## config.mk

```make
export PLATFORM = sky130hd
export DESIGN_NAME = adc_channel_scan_control
export DESIGN_NICKNAME = d
export VERILOG_FILES = /design/src/hw/adc_scan_pkg.sv /design/src/hw/adc_channel_scan_control.sv /design/src/hw/chan_finder.sv
export SDC_FILE = /design/constraint.sdc
export NUM_CORES = 1
export LEC_CHECK = 0
export ABC_AREA = 1
export BUFFER_PORTS_ARGS = -buffer_cell sky130_fd_sc_hd__buf_2
export CAP_MARGIN = 0
export CORE_MARGIN = 2
export CORE_UTILIZATION = 59
export DETAILED_ROUTE_END_ITERATION = 7
export PLACE_DENSITY = 0.8
export SKIP_LAST_GASP = 1
export SYNTH_ARGS = -nofsm -noshare
export SYNTH_HDL_FRONTEND = slang
export SYNTH_HIERARCHICAL = 1
export SYNTH_SLANG_ARGS = --single-unit
export TNS_END_PERCENT = 50
```

## constraint.sdc

```tcl
create_clock -name hclk -period 3.4 [get_ports hclk]
set_input_delay 0.51 -clock hclk [delete_from_list [all_inputs] [get_ports hclk]]
set_output_delay 0.51 -clock hclk [all_outputs]
set_load 0.03 [all_outputs]
```

## src/hw/adc_scan_pkg.sv

```systemverilog
// shared constants, types and register map of the channel scan controller
package adc_scan_pkg;

  // channel count and width of one conversion result
  localparam int CHAN_NUM = 12;
  localparam int RES_W    = 10;

  // register indices; byte address on the bus is four times the index
  localparam logic [15:0] IDX_RES_BASE = 16'hf8d0; // chan n: low 2n, high 2n+1
  localparam logic [15:0] RES_SPAN     = 16'h0018; // 12 channels, two each
  localparam logic [15:0] IDX_CTRL0    = 16'hf8f0; // continuous and speed
  localparam logic [15:0] IDX_CTRL1    = 16'hf8f1; // run bit
  localparam logic [15:0] IDX_SEL_LOW  = 16'hf8f2; // channels 7..0
  localparam logic [15:0] IDX_SEL_HIGH = 16'hf8f3; // channels 11..8
  localparam logic [15:0] IDX_IRQ_STAT = 16'hf8f4; // sticky scan-done status
  localparam logic [15:0] IDX_IRQ_MASK = 16'hf8f5; // interrupt mask

  // field positions
  localparam int CONT_BIT  = 0; // continuous scan bit in ctrl0
  localparam int SPEED_BIT = 1; // conversion speed bit in ctrl0
  localparam int RUN_BIT   = 0; // run bit in ctrl1
  localparam int STAT_BIT  = 0; // scan done in status and mask
  localparam int RES_LO_W  = 2; // result bits kept in the low register
  localparam int RES_LO_SH = 6; // low result bits sit at 7..6

  // reset values
  localparam logic [7:0]  SEL_RST = 8'h00;
  localparam logic [RES_W-1:0] RES_RST = 10'h000;

  // bus constants
  localparam logic [2:0]  SIZE_WORD = 3'h2;
  localparam logic [13:0] ADDR_HI_ZERO = 14'h0000;

  // per-channel conversion times and their cycle counts
  localparam int CLK_PERIOD_NS = 20;
  localparam int FAST_CONV_NS  = 13500;
  localparam int SLOW_CONV_NS  = 43000;
  localparam int FAST_CYC = (FAST_CONV_NS + CLK_PERIOD_NS - 1) / CLK_PERIOD_NS;
  localparam int SLOW_CYC = (SLOW_CONV_NS + CLK_PERIOD_NS - 1) / CLK_PERIOD_NS;
  localparam logic [11:0] FAST_LOAD = 12'(FAST_CYC - 1);
  localparam logic [11:0] SLOW_LOAD = 12'(SLOW_CYC - 1);

  // scan sequencer states
  typedef enum logic [1:0] {
    ST_IDLE  = 2'b00,
    ST_FIRST = 2'b01,
    ST_START = 2'b10,
    ST_WAIT  = 2'b11
  } scan_state_type;

  // request toward the analog conversion core
  typedef struct packed {
    logic       start; // one-cycle start pulse
    logic [3:0] chan;  // channel to convert
    logic       speed; // 1 slow, 0 fast
  } conv_req_type;

endpackage

```

## src/hw/adc_channel_scan_control.sv

```systemverilog
// channel select, scan sequencer and result store of the A/D converter
// Function
// - low select register enables channels 7..0
// - high select enables 11..8, bits 7..4 zero
// - enabled channels converted in ascending order
// - run stays zero when no channel selected
// - result only to converted channel's registers
// - run one starts scan at lowest channel
// - scan done interrupt after highest channel
// - continuous bit restarts, otherwise run clears
// - channel set frozen until scan completes
// - run zero stops conversion; resets to zero
// - result bits 9..2 high, 1..0 low
// - speed bit picks 13.5 or 43 us
//
// Decided for this implementation: the AHB-Lite register port.
`timescale 1ns/1ns
module adc_channel_scan_control
  import adc_scan_pkg::*;
(
  input  wire logic             hclk,
  input  wire logic             hresetn,
  input  wire logic             hsel,
  input  wire logic [31:0]      haddr,
  input  wire logic [1:0]       htrans,
  input  wire logic             hwrite,
  input  wire logic [2:0]       hsize,
  input  wire logic [31:0]      hwdata,
  input  wire logic             hready,
  output logic      [31:0]      hrdata,
  output logic                  hreadyout,
  output logic                  hresp,
  input  wire logic             conv_done,
  input  wire logic [RES_W-1:0] conv_data,
  output conv_req_type          conv_req,
  output logic                  scan_done_irq,
  output logic                  irq
);

  // bus phase state
  logic        wr_pend_r;   // write data phase pending
  logic        rd_pend_r;   // read data phase pending
  logic [15:0] addr_idx_r;  // latched register index
  logic        addr_ok_r;   // upper address bits were zero
  logic        hready_r;    // registered hreadyout
  logic [31:0] hrdata_r;    // registered read data
  // software visible registers
  logic [7:0]  sel_low_r;   // channels 7..0
  logic [3:0]  sel_high_r;  // channels 11..8
  logic        cont_r;      // continuous scan bit
  logic        speed_r;     // conversion speed bit
  logic        run_r;       // run bit
  logic        stat_r;      // sticky scan-done status
  logic        mask_r;      // interrupt enable
  logic [RES_W-1:0] result_mem [CHAN_NUM]; // per-channel results
  // sequencer state
  scan_state_type      state_r;
  logic [CHAN_NUM-1:0] active_set_r; // set captured at scan start
  logic [3:0]          cur_chan_r;   // channel being converted
  logic                done_seen_r;  // core reported done
  logic [11:0]         timer_r;      // conversion time left
  conv_req_type        conv_req_r;
  logic                scan_irq_r;
  logic                irq_r;
  // pin synchronisers
  logic             done_s1, done_s2, done_s3;
  logic [RES_W-1:0] data_s1, data_s2;
  // decode and derived terms
  logic                take;
  logic [CHAN_NUM-1:0] sel_all;
  logic wr_ctrl0, wr_ctrl1, wr_low, wr_high, wr_stat, wr_mask;
  logic run_wr1, run_wr0, scan_begin, conv_fin, scan_end, restart;
  logic done_rise;
  logic first_found, nxt_found;
  logic [3:0] first_idx, nxt_idx;
  logic [7:0]  rd_val;
  logic [15:0] res_off;
  assign take    = hsel && htrans[1] && hready;
  assign sel_all = {sel_high_r, sel_low_r};
  assign wr_ctrl0 = wr_pend_r && addr_ok_r && (addr_idx_r == IDX_CTRL0);
  assign wr_ctrl1 = wr_pend_r && addr_ok_r && (addr_idx_r == IDX_CTRL1);
  assign wr_low   = wr_pend_r && addr_ok_r && (addr_idx_r == IDX_SEL_LOW);
  assign wr_high  = wr_pend_r && addr_ok_r && (addr_idx_r == IDX_SEL_HIGH);
  assign wr_stat  = wr_pend_r && addr_ok_r && (addr_idx_r == IDX_IRQ_STAT);
  assign wr_mask  = wr_pend_r && addr_ok_r && (addr_idx_r == IDX_IRQ_MASK);
  assign run_wr1  = wr_ctrl1 && hwdata[RUN_BIT];
  assign run_wr0  = wr_ctrl1 && !hwdata[RUN_BIT];
  // a start with an empty selection is dropped
  assign scan_begin = run_wr1 && !run_r && (sel_all != 12'h000);
  assign done_rise  = done_s2 && !done_s3;
  // channel finished: core done and conversion time spent
  assign conv_fin = (state_r == ST_WAIT) && (done_seen_r || done_rise)
                    && (timer_r == 12'h000) && !run_wr0;
  assign scan_end = conv_fin && !nxt_found;
  assign restart  = scan_end && cont_r && (sel_all != 12'h000);
  assign res_off  = addr_idx_r - IDX_RES_BASE;

  // lowest channel of the captured set
  chan_finder u_first (
    .chan_set  (active_set_r),
    .from_idx  (4'h0),
    .found     (first_found),
    .found_idx (first_idx)
  );
  // next channel above the current one
  chan_finder u_next (
    .chan_set  (active_set_r),
    .from_idx  (cur_chan_r + 4'h1),
    .found     (nxt_found),
    .found_idx (nxt_idx)
  );
  // two-flop synchronisers for the core's done and data pins
  always_ff @(posedge hclk or negedge hresetn) begin
    if (!hresetn) begin
      {done_s3, done_s2, done_s1} <= 3'h0;
      {data_s2, data_s1}          <= {RES_RST, RES_RST};
    end else begin
      {done_s3, done_s2, done_s1} <= {done_s2, done_s1, conv_done};
      {data_s2, data_s1}          <= {data_s1, conv_data};
    end
  end
  // ahb address phase capture; reads take one wait state
  always_ff @(posedge hclk or negedge hresetn) begin
    if (!hresetn) begin
      wr_pend_r  <= 1'h0;
      rd_pend_r  <= 1'h0;
      addr_idx_r <= 16'h0000;
      addr_ok_r  <= 1'h0;
      hready_r   <= 1'h1;
      hrdata_r   <= 32'h0000_0000;
    end else begin
      wr_pend_r <= take && hwrite && (hsize == SIZE_WORD);
      rd_pend_r <= take && !hwrite;
      hready_r  <= !(take && !hwrite);
      // read data registered in the data phase, then held
      if (rd_pend_r) hrdata_r <= {24'h00_0000, rd_val};
      if (take) begin
        addr_idx_r <= haddr[17:2];
        addr_ok_r  <= (haddr[31:18] == ADDR_HI_ZERO);
      end
    end
  end
  // read multiplexer; unmapped indices read zero
  always_comb begin
    rd_val = 8'h00;
    if (addr_ok_r) begin
      case (addr_idx_r)
        IDX_CTRL0:    rd_val = {6'h00, speed_r, cont_r};
        IDX_CTRL1:    rd_val = {7'h00, run_r};
        IDX_SEL_LOW:  rd_val = sel_low_r;
        IDX_SEL_HIGH: rd_val = {4'h0, sel_high_r};
        IDX_IRQ_STAT: rd_val = {7'h00, stat_r};
        IDX_IRQ_MASK: rd_val = {7'h00, mask_r};
        default: begin
          if (addr_idx_r >= IDX_RES_BASE && res_off < RES_SPAN) begin
            if (res_off[0]) begin
              rd_val = result_mem[res_off[4:1]][RES_W-1:RES_LO_W];
            end else begin
              rd_val = {result_mem[res_off[4:1]][RES_LO_W-1:0],
                        6'h00};
            end
          end
        end
      endcase
    end
  end
  // channel select and control registers
  always_ff @(posedge hclk or negedge hresetn) begin
    if (!hresetn) begin
      sel_low_r  <= SEL_RST;
      sel_high_r <= SEL_RST[3:0];
      cont_r     <= 1'h0;
      speed_r    <= 1'h0;
      mask_r     <= 1'h0;
    end else begin
      if (wr_low)   sel_low_r  <= hwdata[7:0];
      if (wr_high)  sel_high_r <= hwdata[3:0];
      if (wr_ctrl0) begin
        cont_r  <= hwdata[CONT_BIT];
        speed_r <= hwdata[SPEED_BIT];
      end
      if (wr_mask)  mask_r <= hwdata[STAT_BIT];
    end
  end
  // run bit: software start or stop, hardware clear at single scan end
  always_ff @(posedge hclk or negedge hresetn) begin
    if (!hresetn) begin
      run_r <= 1'h0;
    end else if (run_wr0) begin
      run_r <= 1'h0;
    end else if (scan_begin) begin
      run_r <= 1'h1;
    end else if (scan_end && !restart) begin
      run_r <= 1'h0;
    end
  end
  // scan sequencer
  always_ff @(posedge hclk or negedge hresetn) begin
    if (!hresetn) begin
      state_r      <= ST_IDLE;
      active_set_r <= 12'h000;
      cur_chan_r   <= 4'h0;
      done_seen_r  <= 1'h0;
      timer_r      <= 12'h000;
      conv_req_r   <= '0;
    end else begin
      conv_req_r.start <= 1'h0;
      if (run_wr0) begin
        state_r <= ST_IDLE;
      end else begin
        case (state_r)
          ST_IDLE: begin
            if (scan_begin) begin
              active_set_r <= sel_all;
              state_r      <= ST_FIRST;
            end
          end
          ST_FIRST: begin
            cur_chan_r <= first_idx;
            state_r    <= first_found ? ST_START : ST_IDLE;
          end
          ST_START: begin
            conv_req_r.start <= 1'h1;
            conv_req_r.chan  <= cur_chan_r;
            conv_req_r.speed <= speed_r;
            timer_r     <= speed_r ? SLOW_LOAD : FAST_LOAD;
            done_seen_r <= 1'h0;
            state_r     <= ST_WAIT;
          end
          ST_WAIT: begin
            if (timer_r != 12'h000) timer_r <= timer_r - 12'h001;
            if (done_rise) done_seen_r <= 1'h1;
            if (conv_fin) begin
              if (nxt_found) begin
                cur_chan_r <= nxt_idx;
                state_r    <= ST_START;
              end else if (restart) begin
                active_set_r <= sel_all;
                state_r      <= ST_FIRST;
              end else begin
                state_r <= ST_IDLE;
              end
            end
          end
          default: state_r <= ST_IDLE;
        endcase
      end
    end
  end
  // result store: only the channel just converted is written
  always_ff @(posedge hclk or negedge hresetn) begin
    if (!hresetn) begin
      for (int i = 0; i < CHAN_NUM; i++) result_mem[i] <= RES_RST;
    end else if (conv_fin) begin
      result_mem[cur_chan_r] <= data_s2;
    end
  end
  // scan done pulse, sticky status with set over clear, masked level
  always_ff @(posedge hclk or negedge hresetn) begin
    if (!hresetn) begin
      scan_irq_r <= 1'h0;
      stat_r     <= 1'h0;
      irq_r      <= 1'h0;
    end else begin
      scan_irq_r <= scan_end;
      stat_r     <= (stat_r && !(wr_stat && hwdata[STAT_BIT])) || scan_end;
      irq_r      <= stat_r && mask_r;
    end
  end
  assign hrdata        = hrdata_r;
  assign hreadyout     = hready_r;
  assign hresp         = 1'h0;
  assign conv_req      = conv_req_r;
  assign scan_done_irq = scan_irq_r;
  assign irq           = irq_r;
  // helper for ordering checks: last started channel in this scan
  logic       first_conv_r;
  logic [3:0] last_chan_r;
  always_ff @(posedge hclk or negedge hresetn) begin
    if (!hresetn) begin
      first_conv_r <= 1'h1;
      last_chan_r  <= 4'h0;
    end else if (state_r == ST_FIRST) begin
      first_conv_r <= 1'h1;
    end else if (conv_req_r.start) begin
      first_conv_r <= 1'h0;
      last_chan_r  <= conv_req_r.chan;
    end
  end
endmodule

```

## src/hw/chan_finder.sv

```systemverilog
// finds the lowest enabled channel at or above a start index
`timescale 1ns/1ns
module chan_finder
  import adc_scan_pkg::*;
(
  input  wire logic [CHAN_NUM-1:0] chan_set,
  input  wire logic [3:0]          from_idx,
  output logic                     found,
  output logic [3:0]               found_idx
);

  logic [CHAN_NUM-1:0] elig; // enabled and not below the start index

  // one eligibility term per channel
  genvar g;
  generate
    for (g = 0; g < CHAN_NUM; g++) begin : g_elig
      assign elig[g] = chan_set[g] && (4'(g) >= from_idx);
    end
  endgenerate

  // scan from the top so the lowest eligible channel wins
  always_comb begin
    found     = 1'h0;
    found_idx = 4'h0;
    for (int i = CHAN_NUM - 1; i >= 0; i--) begin
      if (elig[i]) begin
        found     = 1'h1;
        found_idx = 4'(i);
      end
    end
  end

endmodule

```

# [After elaboration in Yosys (flattened, before gate mapping)]
# Cells that the tools add are included.
[op_classes] addsub=3 n_lt_le_gt_ge=17 n_eq_ne=19 mux=83 bitwise_logic=3 reduce_logical=67
[ops] cell="bitwise mux 120 bit" n=1
[ops] cell="2-to-1 mux 4 bit" n=26
[ops] cell="equality test 16 bit, second input constant" n=6
[ops] cell="2-to-1 mux 12 bit" n=6
[ops] cell="case mux 12 bit (2 select lines)" n=2
[ops] cell="case mux 8 bit (6 select lines)" n=1
[ops] cell="logical AND 1 bit" n=41
[ops] cell="binary-select mux 10 bit (select 4 bit)" n=1
[ops] cell="demux 10 bit (select 4 bit)" n=1
[ops] cell="2-to-1 mux 10 bit" n=3
[ops] cell="2-to-1 mux 1 bit" n=29
[ops] cell="2-to-1 mux 8 bit" n=3
[ops] cell="nonzero test 12 bit" n=2
[ops] cell="greater-or-equal comparator 16 bit, second input constant" n=1
[ops] cell="greater-or-equal comparator 3 x 4 -> 1 bit, first input constant" n=4
[ops] cell="greater-or-equal comparator 4 bit, first input constant" n=4
[ops] cell="< comparator 16 x 5 -> 1 bit, second input constant" n=1
[ops] cell="subtractor 16 bit, second input constant" n=1
[ops] cell="logical NOT 14 bit" n=1
[ops] cell="logical NOT 12 bit" n=1
[ops] cell="2-to-1 mux 6 bit" n=2
[ops] cell="!= test 2 bit, second input constant" n=6
[ops] cell="subtractor 12 x 1 -> 12 bit, second input constant" n=1
[ops] cell="greater-or-equal comparator 5 bit, second input constant" n=2
[ops] cell="24 further kinds" n=46
[word_totals] register_bits=227 in_bits=85 out_inout_bits=42 elab_cells=232

# [Longest topological paths before layout]
# Gate-level depths: netlist of the first run.
[logic_depth] word_depth=24 ltp_mapped=17 depth_no_buf=17

# [Hierarchy]
# The synthesis of the first run kept the hierarchy.
[by_module_without_submodules] mod="adc_channel_scan_control" instances=1 cells_per_inst=1401 area_each_um2=11110.7 seq_area_each_um2=5681.7
[by_module_without_submodules] mod="chan_finder at u_first" instances=1 cells_per_inst=56 area_each_um2=255.2 seq_area_each_um2=0.0
[by_module_without_submodules] mod="chan_finder at u_next" instances=1 cells_per_inst=56 area_each_um2=250.2 seq_area_each_um2=0.0

# [Worst setup path before layout of the first run]
# No wires, ideal clock.
[synth_path] path_type="reg2reg" start="reg cur_chan_r[0]" end="reg active_set_r[5]" setup_time_ns=0.117 arrival_ns=2.225 t_required_ns=3.283 path_slack_ns=1.058 path_stages_with_launch=15 path_buffers=1 period_less_slack_ns=2.342 cell_sequence="dfrtp_1 > ha_1 > xor2_1 > nand2_1 > a31oi_1 > nand2_1 > nor2_1 > nand2_1 > nand2_1 > nand3b_1 > nor2_4 > nand2_2 > buf_6 > nand2_1 > nand2_1"
[synth_via] elab_chain_len=21 elab_cells_between_ends=44 cone_classes="1 x add/sub; 12 x order compare; 2 x eq/ne; 12 x mux; 17 x reduce/logical"
[synth_lines] element="start: declaration" line_no="adc_channel_scan_control.sv:59" rtl="logic [3:0] cur_chan_r;"
[synth_lines] element="start signal: assignment" line_no="adc_channel_scan_control.sv:219" rtl="cur_chan_r <= first_idx;"
[synth_lines] element="start signal: assignment" line_no="adc_channel_scan_control.sv:235" rtl="cur_chan_r <= nxt_idx;"
[synth_lines] element="adder 4 x 1 -> 4 bit *" line_no="adc_channel_scan_control.sv:108" rtl=".from_idx (cur_chan_r + 4'h1),"
[synth_lines] element="greater-or-equal comparator 4 bit" line_no="chan_finder.sv:18" rtl="assign elig[g] = chan_set[g] && (4'(g) >= from_idx);"
[synth_lines] element="logical AND 1 bit" line_no="chan_finder.sv:18"
[synth_lines] element="2-to-1 mux 1 bit (11 in series)" line_no="chan_finder.sv:27" rtl="if (elig[i]) begin"
[synth_lines] element="2-to-1 mux 1 bit *" line_no="chan_finder.sv:27"
[synth_lines] element="via nxt_found" line_no="adc_channel_scan_control.sv:74" rtl="logic first_found, nxt_found;"
[synth_lines] element="logical NOT 1 bit" line_no="adc_channel_scan_control.sv:94" rtl="assign scan_end = conv_fin && !nxt_found;"
[synth_lines] element="logical AND 1 bit" line_no="adc_channel_scan_control.sv:94"
[synth_lines] element="logical AND 1 bit (2 in series)" line_no="adc_channel_scan_control.sv:95" rtl="assign restart = scan_end && cont_r && (sel_all != 12'h000);"
[synth_lines] element="!= test 2 bit (no line)"
[synth_lines] element="AND reduction 6 bit (no line) *"
[synth_lines] element="end signal: assignment" line_no="adc_channel_scan_control.sv:214" rtl="active_set_r <= sel_all;"
[synth_lines] element="end signal: assignment" line_no="adc_channel_scan_control.sv:238" rtl="active_set_r <= sel_all;"
[synth_lines] element="end: declaration" line_no="adc_channel_scan_control.sv:58" rtl="logic [CHAN_NUM-1:0] active_set_r;"
# Mark *: on every way through the listed nets, which the timed path passes. The rest lies on a longest branch.
# A chain may end at the register's enable or synchronous reset.

# [Worst setup path in the final report of the first run]
[layout_path] start="reg cur_chan_r[0]" end="reg active_set_r[4]"
# The elaborated chain is that of the path after synthesis.

==> metrics.cfg, run 1 <==
[synth]
synthAdderAreaFrac_pct = 1.51
ys_top_cells_by_area = dfrtp_1 (49%), nand2_1 (15%), o21ai_0 (7.5%), nor2_1 (5.2%), nand3_1 (4.1%)
synth_top_area_share_pct = 48.7
synthTopCellsByCount = nand2_1 (468), dfrtp_1 (226), o21ai_0 (175)
ys_async_sr_fraction_pct = 100
synth_area_leader_cell = dfrtp_1
synth_edf_count = 0
synth_area_um2 = 11600
synth-compound-area-share_pct = 11.3
synth_top_family_by_area = simple AND/OR/NAND/NOR gates
synthXorXnorAreaFrac_pct = 0.679
synth_area_per_cell_um2 = 7.68
ys_seq_elements = 227
syn_inst = 1513
synthSimpleGateAreaFrac_pct = 28.0
synth.yosys.warnings = 6
yosysMostFrequentCell = nand2_1
yosys.cell_types.count = 42
ys.flop_type = dfrtp_1
yosysSeqAreaShare_pct = 48.9
synth.area.mux_share_pct = 1.12

[global_routing]
grt_antenna_before_repair = 0
grt_pass1_vias = 9180
grt_util_all_layers_pct = 27.0
grt_pass1_wl_um = 45200
grt_max_degree = 109
overflow = 0

[clock_tree]
cts.clk_slew.worst_paths_ps = 60
hold_buffers = 0
clock-root-buffer = clkbuf_16
cts.sink_count = 227
numCtsBuffers = 25
htreeDepth = 1
cts_resized = 0
clock_path_buffers = 3
insertion_delay_ps = 530
cts_tree = yes
cts_setup_buffers = 0

[routing]
drtIter0Drc = 681
wire_per_inst_um = 14.6
vias_per_cell = 5.30
vias = 9931
ant_nets = 0
wirelength_um = 27400
drc_errors = 0
dr.pass1.iters = 5

[timing]
fin_crit_ps = 2990
maxSlewViolCount = 0
rsz0062_at_grt = no
hold_viol_final = 0
min_period_over_period_pct = 87.9
relSlewSlack_pct = 44.1
finalSetupViolCount = 0
skew_ps = 28.1
fmax_mhz = 335
setup_tns_ps = 0
tightest_slew_ps = 836

[worst_setup_path]
critPathKind = reg -> reg
cp-start-kind = flip-flop
critPathCaptureType = flip-flop
critical_path_arrival_ps = 3390
path_max_fanout = 13
cp.required_ps = 3800

[floorplan]
die_x_um = 144
initial_core_util_pct = 59.9
rows = 51
ios = 127
die-area_um2 = 20800
core-area_um2 = 19400
fp.dieH_um = 144

[outcome]
status = finished, final reports clean

[power]
power.leakage_nw = 6.68
p_per_area_nw_per_um2 = 524
vdd_drop_max_mv = 0.415

[final_layout]
final_cells = 1874
nNetsFinal = 1689
drive_gt1_share_pct = 11.7
antennaDiodeCount = 0
area_growth_syn_to_layout_pct = 12.5

[hold_path]
hold_class = in -> async

[place]
dpl.hpwl_um = 18500
portBuffers = 74
gp_congestion = 0.936
placedCellCount = 1828

[flow_run]
maxCapViolCount = 0

[area by class of cell]
cell class,count,area (um^2)
clock buffer,34,719
multi-input combinational,1110,5110
clock inverter,12,149
sequential,227,5680
fill,1643,6330
tap,265,332
inverter,124,465
timing repair buffer,102,616
[cells by family (layout without fill, tap and decap cells)]
kind of cell | Yosys count | after routing
and+or+nand+nor | 781 | 781
AOI/OAI and AO/OA | 250 | 250
xor gates and xnor gates | 9 | 9
other | 1 | 44
DFF | 227 | 227
buffers and inverters | 219 | 272
adders and majority gates | 14 | 14
muxes | 12 | 12
[power by group]
group,total [W],internal [W],switching (W)
clock,0.00280,0.00171,0.00109
combinational,0.00111,0.000361,0.000751
sequential,0.00294,0.00282,0.000122
[cells in the final DEF, fill, tap and decap left out, types with 5 or more instances in the layout]
cell type and count:
conb_1 44, mux2_2 8, a21oi_1 38, nand4_1 9, xor2_1 8, o21ai_0 175
buf_2 73, o21ai_1 13, ha_1 14, nand2_1 468, clkbuf_16 25, clkinv_2 5
o211ai_1 9, inv_1 122, nor2_1 162, dfrtp_1 225, buf_4 26, nand3b_1 5
or2_2 14, clkbuf_8 6, nand3_1 95
[per-stage QoR]
stage / cell area, um^2 / util [%] / hold slack, ps / worst slack (ps) / total power (W)
2_1_floorplan: 11800 / - / 214 / 1060 / 0.00375
6_report: 13100 / 67.4 / 49.0 / 412 / 0.00685
4_1_cts: 13100 / 67.4 / 71.6 / 460 / 0.00688
3_5_place_dp: 12200 / 62.9 / 337 / 515 / 0.00408
3_3_place_gp: 12200 / 62.9 / 335 / 546 / 0.00406
5_1_grt: 13100 / 67.4 / 76.2 / 66.0 / 0.00719
[path summary, 6_finish.rpt]
check | from | endpoint | slack, ps | cells past startpoint
max reg2reg | cur_chan_r[0] | active_set_r[4] | 410 | 13
min in group hclk | conv_data[6] | data_s1[6] | 80 | 1
max | cur_chan_r[0] | active_set_r[4] | 410 | 13
max in group asynchronous | hresetn | addr_idx_r[11] | 2520 | 2
min | hresetn | data_s1[3] | 50 | 1
min reg2reg | data_s1[2] | data_s2[2] | 340 | 0
[worst max-delay path: stages, from the launching register on]
cell and delay (ps):
dfrtp_1 430, ha_1 290, xor2_1 510, nand2_1 150, a31oi_1 290, nand2_1 140, nor2_1 120, nand2_1 70
nand2_1 110, nand3b_1 130, nor2_4 270, nand2_2 210, nand2_1 110, nand2_1 50
[state kept, by name (all words and copies together) (netlist names), 2 cells and up]
register      cells
cur_chan_r        4
sel_high_r        4
conv_req          6
state_r           2
sel_low_r         8
data_s2          10
data_s1          10
addr_idx_r       16
hrdata            8
timer_r          12
active_set_r     12
result_mem      120
[metal layers]
metal | part of all wire, % | vias to the layer above | track usage (%)
met5 | 0 | - | 0
met1 | 42 | 4633 | 37.2
li1 | - | 4919 | -
met2 | 48 | 330 | 44.8
met4 | 2.8 | 0 | 9.04
met3 | 6.4 | 49 | 3.41
(Power assumes the default switching activity.)
==> inputs of run 2 (changes only) <==
--- a/config.mk
+++ b/config.mk
@@ -12,6 +12,7 @@
 export CORE_UTILIZATION = 59
 export DETAILED_ROUTE_END_ITERATION = 7
 export PLACE_DENSITY = 0.8
+export RECOVER_POWER = 100
 export SKIP_LAST_GASP = 1
 export SYNTH_ARGS = -nofsm -noshare
 export SYNTH_HDL_FRONTEND = slang
==> metrics.cfg, run 2 (synthesis results as in run 1) <==
[global_routing]
grt_pass1_wl_um = 45200  ; unchanged
grtUsageMet2_pct = 44.8  ; unchanged
grt_util_all_layers_pct = 27.0  ; unchanged
use_met3_pct = 3.41  ; unchanged
busiest_layer = met2  ; unchanged
grtUsageMet1_pct = 37.2  ; unchanged
grt_max_degree = 109  ; unchanged
grt_antenna_before_repair = 0  ; unchanged
grt_pass1_vias = 9180  ; unchanged
overflow = 0  ; unchanged

[final_layout]
area_growth_syn_to_layout_pct = 11.7  ; was 12.5%
final_cell_mix = nand2_1 (468), dfrtp_1 (225), o21ai_0 (186), nor2_1 (165), inv_1 (122)  ; was nand2_1 (468), dfrtp_1 (225), o21ai_0 (175), nor2_1 (162), inv_1 (122)
reg_top3 = result_mem (120), addr_idx_r (16)  ; unchanged
top_register = result_mem  ; unchanged
final_common_cell = nand2_1  ; unchanged
final_cells = 1874  ; unchanged
drive_gt1_share_pct = 9.63  ; was 11.7%
nNetsFinal = 1689  ; unchanged
antennaDiodeCount = 0  ; unchanged
num-fill-cells = 1674  ; was 1643
largest_reg_flops = 120  ; unchanged

[clock_tree]
insertion_delay_ps = 540  ; was 530 ps
htreeDepth = 1  ; unchanged
hold_buffers = 0  ; unchanged
clock-root-buffer = clkbuf_16  ; unchanged
numCtsBuffers = 25  ; unchanged
cts.sink_count = 227  ; unchanged
clock_path_buffers = 3  ; unchanged
cts.clk_slew.worst_paths_ps = 60  ; about the same
cts_resized = 0  ; unchanged
cts_tree = yes  ; unchanged
cts_setup_buffers = 0  ; unchanged

[timing]
maxSlewViolCount = 107  ; was 0
fin_crit_ps = 3130  ; was 2990 ps
tightest_slew_ps = 2740  ; was 836 ps
hold_viol_final = 0  ; unchanged
skew_ps = 32.4  ; was 28.1 ps
fmax_mhz = 319  ; was 335 MHz
finalSetupViolCount = 0  ; unchanged
setup_tns_ps = 0  ; unchanged
relSlewSlack_pct = -82.4  ; was 44.1%
min_period_over_period_pct = 92.1  ; was 87.9%
rsz0062_at_grt = no  ; unchanged

[routing]
ant_nets = 0  ; unchanged
vias_per_cell = 5.29  ; was 5.30
wirelength_um = 27500  ; was 27400 um
vias = 9906  ; was 9931
drtIter0Drc = 688  ; was 681
dr.pass1.iters = 7  ; was 5
drc_errors = 0  ; unchanged
wire_per_inst_um = 14.7  ; was 14.6 um

[outcome]
violations = max-capacitance violations, max-slew violations
status = finished, violations left  ; was finished, final reports clean

[flow_run]
maxCapViolCount = 1  ; was 0

[floorplan]
ios = 127  ; unchanged
rows = 51  ; unchanged
die-area_um2 = 20800  ; unchanged
core-area_um2 = 19400  ; unchanged
die_x_um = 144  ; unchanged
initial_core_util_pct = 59.9  ; unchanged
fp.dieH_um = 144  ; unchanged

[worst_setup_path]
cp.required_ps = 3740  ; was 3800 ps
critPathKind = reg -> reg  ; unchanged
critPathCaptureType = flip-flop  ; unchanged
cp-start-kind = flip-flop  ; unchanged
rr_worst_depth = 11  ; was 13
path_max_fanout = 20  ; was 13
critical_path_arrival_ps = 3470  ; was 3390 ps

[place]
placedCellCount = 1828  ; unchanged
gp_congestion = 0.936  ; unchanged
portBuffers = 74  ; unchanged
dpl.hpwl_um = 18500  ; unchanged

[power]
vdd_drop_max_mv = 0.415  ; about the same
p_per_area_nw_per_um2 = 528  ; was 524 nW/um^2
power.leakage_nw = 6.57  ; was 6.68 nW

[hold_path]
hold_class = in -> reg  ; was in -> async
hold_depth = 1

[run 2: critical path, stage by stage, from the launching register on]
cell,delay [ps]
dfrtp_1,630
ha_1,240
inv_1,90
nor2_8,180
nand3_1,90
nor2_1,320
nand3_2,130
nand2_1,160
nor2_1,90
nand2_1,60
clkbuf_1,740
o21ai_0,200
[run 2: cell type report]
cell class	count	area [um^2]	share of cell area, %
Clock buffer	34	719	5.54
Tap cell	265	332	2.55
Inverter	124	465	3.59
Clock inverter	12	149	1.15
Timing Repair Buffer	102	537	4.14
Multi-Input combinational cell	1110	5090	39.2
Sequential cell	227	5680	43.8
[run 2: worst paths after layout]
kind | end | slack, ps | start
min in group asynchronous | data_s1[3] | 850 | hresetn
max reg2reg | result_mem[15] | 270 | addr_idx_r[4]
max in group asynchronous | addr_idx_r[1] | 770 | hresetn
min | data_s1[6] | 80 | conv_data[6]
min reg2reg | data_s2[2] | 340 | data_s1[2]
max | result_mem[15] | 270 | addr_idx_r[4]
[run 2: through the flow]
step / area, um^2 / util, % / worst slack [ps] / hold WS [ps] / power (W)
finish: 13000 / 66.9 / 269 / 83.4 / 0.00685
global route: 13000 / 66.9 / 44.2 / 76.2 / 0.00718
CTS: 13100 / 67.4 / 460 / 71.6 / 0.00688
detailed placement: 12200 / 62.9 / 515 / 337 / 0.00408
global placement: 12200 / 62.9 / 546 / 335 / 0.00406
floorplan: 11800 / - / 1060 / 214 / 0.00375
[run 2: layer usage]
metal	up-vias	share of wire, %	wire, um
li1	4917	-	-
met1	4611	43	11800
met2	329	48	13200
met3	49	6.1	1670
met4	0	2.8	769
met5	-	0	0
[run 2: power by group]
part	switching, W	total [W]	leakage [nW]	internal (W)
logic	0.000748	0.00110	3.17	0.000356
clock network	0.00110	0.00281	0.430	0.00171
registers	0.000123	0.00294	2.97	0.00282
==> inputs of run 3 (changes only) <==
--- a/config.mk
+++ b/config.mk
@@ -9,9 +9,9 @@
 export BUFFER_PORTS_ARGS = -buffer_cell sky130_fd_sc_hd__buf_2
 export CAP_MARGIN = 0
 export CORE_MARGIN = 2
-export CORE_UTILIZATION = 59
+export CORE_UTILIZATION = 64
 export DETAILED_ROUTE_END_ITERATION = 7
-export PLACE_DENSITY = 0.8
+export PLACE_DENSITY = 0.86
 export RECOVER_POWER = 100
 export SKIP_LAST_GASP = 1
 export SYNTH_ARGS = -nofsm -noshare
==> constraint.sdc (replaced) <==
create_clock -name hclk -period 3.65 [get_ports hclk]
set_input_delay 0.5475 -clock hclk [delete_from_list [all_inputs] [get_ports hclk]]
set_output_delay 0.5475 -clock hclk [all_outputs]
set_load 0.03 [all_outputs]
==> metrics.cfg, run 3 (synthesis results as in run 1) <==
[place]
dpl.hpwl_um = 18200  ; was 18500 um
portBuffers = 74  ; unchanged
gp_congestion = 0.932  ; was 0.936
post_dp_cell_area_um2 = 12100  ; was 12200 um^2

[final_layout]
fin_area_um2 = 12800  ; was 13000 um^2
final_common_cell = nand2_1  ; unchanged
multiInputGateArea_um2 = 5080  ; was 5090 um^2
reg_top3 = result_mem (120), addr_idx_r (16)  ; unchanged
antennaDiodeCount = 0  ; unchanged
largest_reg_flops = 120  ; unchanged
top_register = result_mem  ; unchanged
num-fill-cells = 1402  ; was 1674
final-seq-area_um2 = 5680  ; unchanged
drive_gt1_share_pct = 9.10  ; was 9.63%
nNetsFinal = 1674  ; was 1689
final_cell_mix = nand2_1 (469), dfrtp_1 (225), o21ai_0 (187), nor2_1 (163), inv_1 (122)  ; was nand2_1 (468), dfrtp_1 (225), o21ai_0 (186), nor2_1 (165), inv_1 (122)
area_growth_syn_to_layout_pct = 10.4  ; was 11.7%

[outcome]
violations = max-capacitance violations, max-slew violations  ; unchanged
status = finished, violations left  ; unchanged

[global_routing]
grt_antenna_before_repair = 0  ; unchanged
grt_pass1_vias = 9442  ; was 9180
grt_pass1_wl_um = 45700  ; was 45200 um
grt_max_degree = 101  ; was 109
grt_util_all_layers_pct = 28.7  ; was 27.0%
overflow = 0  ; unchanged

[routing]
drtIter0Drc = 789  ; was 688
vias_per_cell = 5.49  ; was 5.29
ant_nets = 0  ; unchanged
drc_errors = 0  ; unchanged
wire_per_inst_um = 15.1  ; was 14.7 um
dr.pass1.iters = 5  ; was 7
wirelength_um = 27500  ; about the same
vias = 10000  ; was 9906

[clock_tree]
clock-root-buffer = clkbuf_16  ; unchanged
cts.clk_slew.worst_paths_ps = 60  ; about the same
hold_buffers = 0  ; unchanged
cts_tree = yes  ; unchanged
htreeDepth = 1  ; unchanged
cts_setup_buffers = 0  ; unchanged
clock_path_buffers = 3  ; unchanged
insertion_delay_ps = 530  ; was 540 ps
cts_resized = 0  ; unchanged
numCtsBuffers = 24  ; was 25
cts.sink_count = 227  ; unchanged

[hold_path]
hold_class = in -> reg  ; unchanged

[timing]
skew_ps = 16.3  ; was 32.4 ps
fin_crit_ps = 3150  ; was 3130 ps
tightest_slew_ps = 2490  ; was 2740 ps
finalSetupViolCount = 0  ; unchanged
hold_viol_final = 0  ; unchanged
relSlewSlack_pct = -66.1  ; was -82.4%
setup_tns_ps = 0  ; unchanged
fmax_mhz = 318  ; was 319 MHz
rsz0062_at_grt = no  ; unchanged
maxSlewViolCount = 99  ; was 107
min_period_over_period_pct = 86.3  ; was 92.1%

[worst_setup_path]
critPathCaptureType = flip-flop  ; unchanged
critical_path_arrival_ps = 3550  ; was 3470 ps
cp.required_ps = 4050  ; was 3740 ps
critPathKind = reg -> reg  ; unchanged
path_max_fanout = 13  ; was 20
cp-start-kind = flip-flop  ; unchanged

[floorplan]
die_x_um = 139  ; was 144 um
core-area_um2 = 17900  ; was 19400 um^2
rows = 49  ; was 51
fp.dieH_um = 139  ; was 144 um
initial_core_util_pct = 64.9  ; was 59.9%
ios = 127  ; unchanged
die-area_um2 = 19200  ; was 20800 um^2

[flow_run]
maxCapViolCount = 1  ; unchanged

[power]
power.leakage_nw = 6.52  ; was 6.57 nW
vdd_drop_max_mv = 0.425  ; was 0.415 mV
p_per_area_nw_per_um2 = 493  ; was 528 nW/um^2

==> run 3: cell types whose count changed in the layout (fill, tap and decap cells not counted), moves of 2 or more <==
cell      before  now
clkbuf_1      32   26
buf_4         13    9
clkinv_2       5    3
clkinv_4       2    0
nor2_1       165  163
nor2_2         1    3
==> run 3: final timing paths <==
kind                               startpoint  slack [ps]               to  cells past startpoint
worst max-delay path            cur_chan_r[0]         500  active_set_r[6]                     13
worst min register to register     data_s1[0]         350       data_s2[0]                      0
max in group asynchronous             hresetn        1390              irq                      1
min in group asynchronous             hresetn         800   result_mem[61]                      1
worst min-delay path             conv_data[2]         130       data_s1[2]                      1
worst max register to register  cur_chan_r[0]         500  active_set_r[6]                     13
==> run 3: worst max-delay path: stages, from the launching register on <==
cell and delay, ps:
dfrtp_1 420, ha_1 290, xor2_1 450, nand2_1 150, a31oi_1 330, nand2_1 130, nor2_1 120, nand2_1 80
nand2_1 110, nand3b_1 140, nor2_4 270, nand2_1 310, nand2_1 160, nand2_1 70
==> run 3: area by class of cell <==
type                       count  share of cell area [%]
sequential                   227                    44.3
multi-input combinational   1110                    39.6
clock buffer                  36                    5.67
timing repair buffer          88                    3.64
inverter                     124                    3.63
tap                          229                    2.23
clock inverter                 8                   0.936
==> run 3: through the flow <==
step	utilization, %	cells	hold slack (ps)	setup slack [ps]	total power (W)
after global placement	67.3	1778	334	756	0.00376
final	71.7	1822	128	502	0.00632
after floorplan	-	1556	252	1310	0.00350
after global routing	71.7	1822	114	158	0.00660
after detailed placement	67.3	1778	341	672	0.00380
after CTS	72.1	1822	99.1	646	0.00635
==> run 3: routing by layer <==
| layer | part of all wire, % | wire, um | global-route usage, % | up-vias |
|---|---|---|---|---|
| met1 | 42 | 11500 | 39.1 | 4666 |
| met2 | 48 | 13300 | 46.9 | 357 |
| met3 | 5.8 | 1580 | 3.76 | 84 |
| met4 | 4.2 | 1140 | 12.6 | 0 |
| li1 | - | - | - | 4895 |
| met5 | 0 | 0 | 0 | - |
==> run 3: where the power goes <==
| part | internal, W | switching [W] | total (W) |
|---|---|---|---|
| Sequential | 0.00262 | 0.000110 | 0.00273 |
| Combinational | 0.000322 | 0.000696 | 0.00102 |
| Clock | 0.00159 | 0.000982 | 0.00257 |
